<file path="src/misc_cfg_pkg.sv">
`default_nettype none
package misc_cfg_pkg;
    // ************************************************************
    // Register map and field layout
    // ************************************************************
    localparam logic [7:0] MISC_HOST_CONFIG_OFS = 8'hF0;
    localparam logic [7:0] PM_CAP_DWORD_OFS = 8'h44;
    localparam logic [31:0] MISC_HOST_CONFIG_RST = 32'h0000_0000;
    localparam logic [31:0] MISC_WRITABLE_MASK = 32'h0000_801F;
    localparam int COLD_WAKE_SUPPORT_BIT = 15;
    localparam int PM_CAP_COLD_WAKE_BIT = 31;
    localparam int ABORT_SUPPRESS_MODE_BIT = 4;
    localparam int PINS_TO_TWOWIRE_ROUTE_BIT = 3;
    localparam int LINK_CLOCK_GATE_BYPASS_BIT = 2;
    localparam int HOST_CLOCK_GATE_BYPASS_BIT = 1;
    localparam int KEEP_HOST_CLOCK_BIT = 0;
    localparam logic [31:0] ALL_ONES_DATA = 32'hFFFF_FFFF;
    localparam logic [31:0] ZERO_DATA = 32'h0000_0000;
    // ************************************************************
    // Clock-run timing
    // ************************************************************
    localparam int CLOCK_PERIOD_NS = 100;
    localparam int CLKRUN_DRIVE_CYCLES = 2;
    localparam logic [1:0] CLKRUN_CNT_LAST = 2'(CLKRUN_DRIVE_CYCLES - 1);

    typedef struct packed {
        logic rd;
        logic wr;
        logic [7:0] addr;
        logic [3:0] be;
        logic [31:0] wdata;
    } cfg_req_t;

    typedef struct packed {
        logic rd;
        logic wr;
    } link_req_t;

    typedef enum logic [1:0] {
        CR_IDLE = 2'b00,
        CR_DRIVE = 2'b01,
        CR_RELEASE = 2'b10
    } clkrun_state_t;
endpackage
`default_nettype wire

</file>
<file path="src/misc_pci_config_register.sv">
`timescale 1ns/1ps
`default_nettype none
module misc_pci_config_register
    import misc_cfg_pkg::*;
(
    input wire logic ref_clk_i, // Host bus clock.
    input wire logic rst_n_i, // Asynchronous reset, active low.
    input wire logic ce_i, // Clock enable; state frozen while low.
    input wire cfg_req_t cfg_req_i, // Configuration access request.
    output logic [31:0] cfg_rdata_o, // Configuration read data.
    output logic cfg_ack_o, // Configuration access done pulse.
    output logic pm_cap_cold_wake_o, // Config bit 15, shown as bit 31 of the capabilities word.
    input wire link_req_t link_req_i, // Host access to a link register.
    input wire logic [31:0] link_rdata_i, // Read data from the link domain.
    output logic [31:0] link_rdata_o, // Read data returned to the host.
    output logic link_done_o, // Link access completed normally.
    output logic link_abort_o, // Link access ends in target abort.
    output logic link_write_en_o, // Write passed to the link domain.
    input wire logic link_clk_gate_en_i, // Link clock gate is open.
    output logic link_domain_active_o, // Link clock domain is running.
    output logic link_clock_gate_bypass_o, // Internal link clock follows pin.
    output logic host_clock_gate_bypass_o, // Internal host clock follows pin.
    input wire logic general_pin_three_i, // Pad level of general pin three.
    input wire logic general_pin_two_i, // Pad level of general pin two.
    input wire logic pin_three_drive_i, // General pin three drive value.
    input wire logic pin_three_drive_en_i, // General pin three drive enable.
    input wire logic pin_two_drive_i, // General pin two drive value.
    input wire logic pin_two_drive_en_i, // General pin two drive enable.
    output logic general_pin_three_o, // Pad output of pin three.
    output logic general_pin_three_oe_o, // Pad drive enable of pin three.
    output logic general_pin_two_o, // Pad output of pin two.
    output logic general_pin_two_oe_o, // Pad drive enable of pin two.
    output logic pin_three_level_o, // Pin three level seen by the GPIO logic.
    output logic pin_two_level_o, // Pin two level seen by the GPIO logic.
    output logic twowire_scl_in_o, // Clock line seen by the two-wire logic.
    output logic twowire_sda_in_o, // Data line seen by the two-wire logic.
    output logic pins_to_twowire_route_o, // Pins are routed to two-wire.
    input wire logic clkrun_n_i, // Clock-run line level.
    input wire logic host_clock_need_i, // Device logic needs the host clock.
    output logic clkrun_n_o, // Clock-run drive value.
    output logic clkrun_oe_o // Clock-run drive enable.
);
    // ************************************************************
    // Register storage and decode
    // ************************************************************
    logic [31:0] misc_host_config;
    logic [31:0] next_misc_host_config;
    logic [31:0] rdata_sel;
    logic [31:0] be_mask;
    logic hit_misc;
    logic hit_pm_cap;
    logic abort_suppress_mode;
    logic keep_host_clock;

    function automatic logic [31:0] expand_be(input logic [3:0] be);
        expand_be = {{8{be[3]}}, {8{be[2]}}, {8{be[1]}}, {8{be[0]}}};
    endfunction

    assign hit_misc = (cfg_req_i.addr[7:2] == MISC_HOST_CONFIG_OFS[7:2]);
    assign hit_pm_cap = (cfg_req_i.addr[7:2] == PM_CAP_DWORD_OFS[7:2]);
    // Only the six writable fields take data; the rest stay zero.
    assign be_mask = expand_be(cfg_req_i.be) & MISC_WRITABLE_MASK;
    assign next_misc_host_config = (misc_host_config & ~be_mask) | (cfg_req_i.wdata & be_mask);

    assign abort_suppress_mode = misc_host_config[ABORT_SUPPRESS_MODE_BIT];
    assign keep_host_clock = misc_host_config[KEEP_HOST_CLOCK_BIT];

    // The capabilities word itself lives elsewhere; only its wake bit is offered here.
    assign pm_cap_cold_wake_o = misc_host_config[COLD_WAKE_SUPPORT_BIT];

    always_comb begin
        rdata_sel = ZERO_DATA;
        if (hit_misc) begin
            rdata_sel = misc_host_config & MISC_WRITABLE_MASK;
        end else if (hit_pm_cap) begin
            rdata_sel[PM_CAP_COLD_WAKE_BIT] = misc_host_config[COLD_WAKE_SUPPORT_BIT];
        end
    end

    always_ff @(posedge ref_clk_i or negedge rst_n_i) begin
        if (!rst_n_i) begin
            misc_host_config <= MISC_HOST_CONFIG_RST;
        end else if (ce_i && cfg_req_i.wr && hit_misc) begin
            misc_host_config <= next_misc_host_config;
        end
    end

    always_ff @(posedge ref_clk_i or negedge rst_n_i) begin
        if (!rst_n_i) begin
            cfg_rdata_o <= ZERO_DATA;
            cfg_ack_o <= 1'b0;
        end else if (ce_i) begin
            cfg_ack_o <= cfg_req_i.rd | cfg_req_i.wr;
            if (cfg_req_i.rd) begin
                cfg_rdata_o <= rdata_sel;
            end
        end
    end

    // ************************************************************
    // Clock gates and link domain status
    // ************************************************************
    assign link_clock_gate_bypass_o = misc_host_config[LINK_CLOCK_GATE_BYPASS_BIT];
    assign host_clock_gate_bypass_o = misc_host_config[HOST_CLOCK_GATE_BYPASS_BIT];
    // A bypassed gate means the link clock runs whatever the gate asks for.
    assign link_domain_active_o = link_clk_gate_en_i | link_clock_gate_bypass_o;

    // ************************************************************
    // Link register access answer
    // ************************************************************
    logic link_any;
    logic link_dead;
    assign link_any = link_req_i.rd | link_req_i.wr;
    assign link_dead = link_any && !link_domain_active_o;
    // Writes to a stopped domain would be lost in the gate, so they are dropped here.
    assign link_write_en_o = link_req_i.wr && link_domain_active_o;

    always_ff @(posedge ref_clk_i or negedge rst_n_i) begin
        if (!rst_n_i) begin
            link_done_o <= 1'b0;
            link_abort_o <= 1'b0;
            link_rdata_o <= ZERO_DATA;
        end else if (ce_i) begin
            link_abort_o <= link_dead && !abort_suppress_mode;
            link_done_o <= link_any && (link_domain_active_o || abort_suppress_mode);
            if (link_req_i.rd) begin
                link_rdata_o <= link_domain_active_o ? link_rdata_i : ALL_ONES_DATA;
            end
        end
    end

    // ************************************************************
    // General pin routing
    // ************************************************************
    assign pins_to_twowire_route_o = misc_host_config[PINS_TO_TWOWIRE_ROUTE_BIT];
    assign twowire_scl_in_o = pins_to_twowire_route_o & general_pin_three_i;
    assign twowire_sda_in_o = pins_to_twowire_route_o & general_pin_two_i;
    assign pin_three_level_o = !pins_to_twowire_route_o & general_pin_three_i;
    assign pin_two_level_o = !pins_to_twowire_route_o & general_pin_two_i;
    assign general_pin_three_o = pin_three_drive_i;
    assign general_pin_two_o = pin_two_drive_i;
    assign general_pin_three_oe_o = pin_three_drive_en_i && !pins_to_twowire_route_o;
    assign general_pin_two_oe_o = pin_two_drive_en_i && !pins_to_twowire_route_o;

    // ************************************************************
    // Clock-run request
    // ************************************************************
    clkrun_state_t cr_state;
    clkrun_state_t next_cr_state;
    logic [1:0] cr_cnt;
    logic want_clock;
    // The master raises the line to announce a stop; pulling it low vetoes that.
    assign want_clock = keep_host_clock | host_clock_need_i;

    always_comb begin
        next_cr_state = cr_state;
        case (cr_state)
            CR_IDLE: begin
                if (clkrun_n_i && want_clock) begin
                    next_cr_state = CR_DRIVE;
                end
            end
            CR_DRIVE: begin
                if (cr_cnt == CLKRUN_CNT_LAST) begin
                    next_cr_state = CR_RELEASE;
                end
            end
            CR_RELEASE: begin
                next_cr_state = CR_IDLE;
            end
            default: begin
                next_cr_state = CR_IDLE;
            end
        endcase
    end

    always_ff @(posedge ref_clk_i or negedge rst_n_i) begin
        if (!rst_n_i) begin
            cr_state <= CR_IDLE;
            cr_cnt <= 2'h0;
        end else if (ce_i) begin
            cr_state <= next_cr_state;
            cr_cnt <= (cr_state == CR_DRIVE) ? cr_cnt + 2'h1 : 2'h0;
        end
    end

    // Released for one cycle after driving, so the line is never held across a stop.
    assign clkrun_n_o = 1'b0;
    assign clkrun_oe_o = (cr_state == CR_DRIVE);
endmodule
`default_nettype wire

</file>
<file path="config.mk">
export PLATFORM = sky130hd
export DESIGN_NAME = misc_pci_config_register
export DESIGN_NICKNAME = d
export VERILOG_FILES = /design/src/misc_cfg_pkg.sv /design/src/misc_pci_config_register.sv
export SDC_FILE = /design/constraint.sdc
export NUM_CORES = 1
export LEC_CHECK = 0
export ABC_AREA = 1
export BUFFER_PORTS_ARGS = -buffer_cell sky130_fd_sc_hd__buf_2
export CELL_PAD_IN_SITES_DETAIL_PLACEMENT = 1
export CELL_PAD_IN_SITES_GLOBAL_PLACEMENT = 2
export CORE_MARGIN = 1
export CORE_UTILIZATION = 23
export DETAILED_ROUTE_END_ITERATION = 12
export HOLD_SLACK_MARGIN = 0.03
export PLACE_DENSITY = 0.83
export SYNTH_ARGS = -nofsm -noshare
export SYNTH_HDL_FRONTEND = slang
export SYNTH_SLANG_ARGS = --single-unit
</file>
<file path="constraint.sdc">
create_clock -name ref_clk_i -period 1.8 [get_ports ref_clk_i]
set_clock_uncertainty 0.2 [all_clocks]
set_input_delay 0.27 -clock ref_clk_i [delete_from_list [all_inputs] [get_ports ref_clk_i]]
set_output_delay 0.27 -clock ref_clk_i [all_outputs]
set_load 0.05 [all_outputs]
</file>
# After elaboration in Yosys (flattened, before gate mapping)
# Index checks and enable logic that the tools add are counted.
dict set report totals {
  regBits 103
  elab_cells 52
  output_inout_bits 83
}
dict set report classes {
  eq_ne 6
  bitwise_logic 12
  n_addsub 1
  muxes 8
  n_reduce_logical 17
}
# cell n
set op_table {}
lappend op_table {{$and 32x16->32} 1}
lappend op_table {{$and 32x32->32} 1}
lappend op_table {{$mux 32} 1}
lappend op_table {{$not 16->32} 1}
lappend op_table {{$or 32x32->32} 1}
lappend op_table {{$mux 16} 1}
lappend op_table {{$logic_and 1x1->1} 9}
lappend op_table {{$eq 6x5->1 const B} 1}
lappend op_table {{$eq 6x6->1 const B} 1}
lappend op_table {{$mux 2} 3}
lappend op_table {{$and 1x1->1} 4}
lappend op_table {{$eq 2x1->1 const B} 2}
lappend op_table {{$or 1x1->1} 4}
lappend op_table {{$pmux 2 s2} 1}
lappend op_table {{$reduce_and 2->1} 2}
lappend op_table {{$logic_not 1->1} 3}
lappend op_table {{$reduce_and 3->1} 1}
lappend op_table {{$add 2x1->2 const B} 1}
lappend op_table {{$logic_not 2->1} 1}
lappend op_table {{$mux 1} 2}
lappend op_table {{$ne 2x1->1 const B} 1}
lappend op_table {{$ne 2x2->1 const B} 1}
lappend op_table {{$logic_or 1x1->1} 1}

# Logic depth before layout (Yosys ltp)
dict set report depth {
  depth_word 4
  ltp_mapped 7
}

# Least setup slack after synthesis
# No wires, ideal clock.
dict set report synth_timing {
  path_kind {register to output}
  from {register with a tool-made name}
  to {output port link_write_en_o}
  path_stages_with_launch 4
  slack_ns -0.273
  t_arrival_ns 1.603
  cell_sequence {dfrtp_1 > nor2_4 > clkbuf_2 > nor2_1}
}
# item line_no
set synth_rtl {}
lappend synth_rtl {{end, declared} misc_pci_config_register.sv:18} ;# output logic link_write_en_o,

==> summary.md <==
| Metric | Value |
|---|---|
| Chip Width | `106.1 µm` |
| GRT Util Overall | `13.79%` |
| Most frequent cells in the layout | `buf_2 (113), nand2_1 (106), dfrtp_1 (51)` |
| 1st-iter DRT viols | `88` |
| Clock buffer depth | `2` |
| Setup bufs post-CTS | `0` |
| CORE AREA | `0.01042 mm²` |
| Slew Limit Fails | `0` |
| Flop2flop setup slack | `0.40 ns` |
| Worst EP arrival | `1.23 ns` |
| Post-route clock period utilization | `94.37%` |
| Hold Path Cell Cnt | `3` |
| Required @ worst endpoint | `1.33 ns` |
| Number of synthesized flops with an enable pin | `0` |
| Finish-stage setup viols | `0` |
| XOR/XNOR share of the synthesized area | `0%` |
| Leading cell type in the layout, fill and taps excluded | `buf_2` |
| Port Buf Inserts | `114` |
| First-pass GRT wire length | `12.37 mm` |
| ANT nets after route | `0` |
| Hold worst-path end | `cfg_ack_o` |
| Vias per inst | `4.213` |
| Num CTS Buffers | `5` |
| Async set-reset flop share out of synthesis | `100.0%` |
| Total wire length | `7.510 mm` |
| PwrDens | `914.0 mW/mm²` |
| Final Instance Area | `0.003610 mm²` |
| Final net count | `542` |
| VDD IR-drop max | `310.6 µV` |
| Die Span Y | `106.1 µm` |
| Setup WS pre-CTS | `0.2967 ns` |
| Leakage | `0.002004 µW` |
| Initial antenna violation count | `0` |
| Pre-Repair DR Iteration Count | `4` |
| Multi-input combinational cell area | `924.6 µm²` |
| Mux cell area share after synthesis | `0%` |
| # diodes | `0` |
| CTS Sinks | `52` |
| Startpoint Class | `flop` |
| Synth Area in Simple Gates | `24.21%` |
| Layout overhead on the synthesized area | `44.90%` |
| Via count of the routed design | `2,469` |
| Largest family of logic cells by synthesized area | `simple AND/OR/NAND/NOR gates` |
| Top FF cell, synth | `dfrtp_1` |
| Status | `completed` |
| Root Driver | `clkbuf_8` |
| Hold Startpoint | `cfg_req_i[44]` |
| Die area | `0.01125 mm²` |
| Io pins | `175` |
| Global route overflow | `0` |
| Fill count | `1,299` |
| Hpwl dp | `5.416 mm` |
| Clock transition at path regs | `0.10 ns` |
| Synth cell types | `23` |
| Final design utilization | `34.65%` |
| Final hold violations | `0` |
| Placer Congestion | `0.7169` |
| Syn Area/Cell | `8.388 µm²` |
| TritonCTS clock tree | `yes` |
| Layout cells sized above 1 | `30.67%` |
| DRC | `0` |
| Mapped Area | `0.002491 mm²` |
| Worst-path fanout max | `4` |
| Post-DP Area | `0.003108 mm²` |
| Post-synthesis instance total | `297` |
| Vias in the first global route | `2,583` |
| Pin count of the biggest net entering global routing | `53` |
| Register area share after synthesis | `52.24%` |
| Worst reg2reg path depth | `4` |
| Synth Area in Adders | `0.5023%` |
| Crit end category | `output pin` |
| Clk_lat worst skew | `0.30 ns` |
| Final Critical Period | `1.699 ns` |
| Fmax | `0.5887 GHz` |
| Reg area | `0.001303 mm²` |
| Num rows | `37` |
| Worst Hold Class | `input port to flop` |
| RSZ-0062 raised after global routing | `no` |
| Ys Warns | `0` |
| Initial Util | `23.92%` |
| H-tree depth | `2` |
| Routed len/inst | `12.82 µm` |
| Reg-to-Reg End | `link_rdata_o[13]` |
| Synth Area in Compound Gates | `8.388%` |
| Yosys reg bits | `52` |
| Setup Crit Path Kind | `flop to output pin` |
| Maxcap violations | `0` |
| Worst setup margin | `0.1014 ns` |
## cells in the mapped netlist, types with 2 or more instances
library cell	count	area share, %
nor2_4	2	0.90
inv_2	2	0.30
nand2_1	106	16
clkbuf_2	3	0.60
o21ai_0	22	4.4
nand3_1	9	1.8
nor2_1	13	2.0
buf_2	6	1.2
inv_1	18	2.7
dfrtp_1	52	52
buf_4	29	8.7
o21ai_1	17	3.4
nand4_1	8	2.0
## routing by layer
layer | share of wire [%] | track usage [%] | vias up
met5 | 0 | 0 | -
met1 | 42 | 16.32 | 1189
met3 | 5.7 | 3.004 | 7
li1 | - | - | 1189
met4 | 1.0 | 3.274 | 0
met2 | 51 | 25.21 | 84
## where the power goes
| group | leakage [µW] | switching [µW] | internal (µW) | total [µW] |
|---|---|---|---|---|
| clock | 0.0000434 | 398 | 312 | 710 |
| sequential | 0.000646 | 88.7 | 1310 | 1400 |
| combinational | 0.00131 | 885 | 305 | 1190 |
## layout make-up
| class | instances | area share [%] |
|---|---|---|
| clock inverters | 2 | 0.4159 |
| well taps | 136 | 4.714 |
| clock buffers | 6 | 2.288 |
| inverters | 21 | 2.322 |
| repair buffers | 160 | 28.56 |
| flip-flops and latches | 52 | 36.08 |
| multi-input cells | 209 | 25.62 |
## critical path, cell delays in order, from the launching register on
cell      delay [ns]
dfrtp_2         0.46
nor2_4          0.15
inv_1           0.09
clkbuf_4        0.22
## logic make-up after synthesis
kind of cell | Yosys count
and+or+nand+nor | 141
buffers and inverters | 61
DFF | 52
AOI/OAI and AO/OA | 41
adders and majority gates | 1
other | 1
## stage by stage
step / std cells / setup TNS, ns / total power [µW] / hold slack (ns)
floorplan: 322 / -0.5706 / 2294 / -0.2256
global placement: 538 / 0 / 2523 / 0.09049
detailed placement: 538 / 0 / 2554 / 0.09212
CTS: 586 / 0 / 3348 / 0.03020
global route: 586 / 0 / 3501 / 0.04881
finish: 586 / 0 / 3299 / 0.03406
## repair_timing
action / 4_1_cts / 5_1_grt
endpoints found under the setup margin: 0 / 1
gates resized for setup: 0 / 2
hold buffers: 40 / 0
endpoints found under the hold margin: 90 / 0
## worst max path at each step
stage / end / slack (ns) / depth (start not counted)
floorplan: general_pin_three_oe_o / -0.13 / 2
global placement: link_rdata_o[12] / 0.31 / 5
detailed placement: link_rdata_o[1] / 0.30 / 5
CTS: link_domain_active_o / 0.03 / 3
global route: link_domain_active_o / 0.02 / 3
finish: link_domain_active_o / 0.10 / 3
Power figures use the tool's default switching activity.
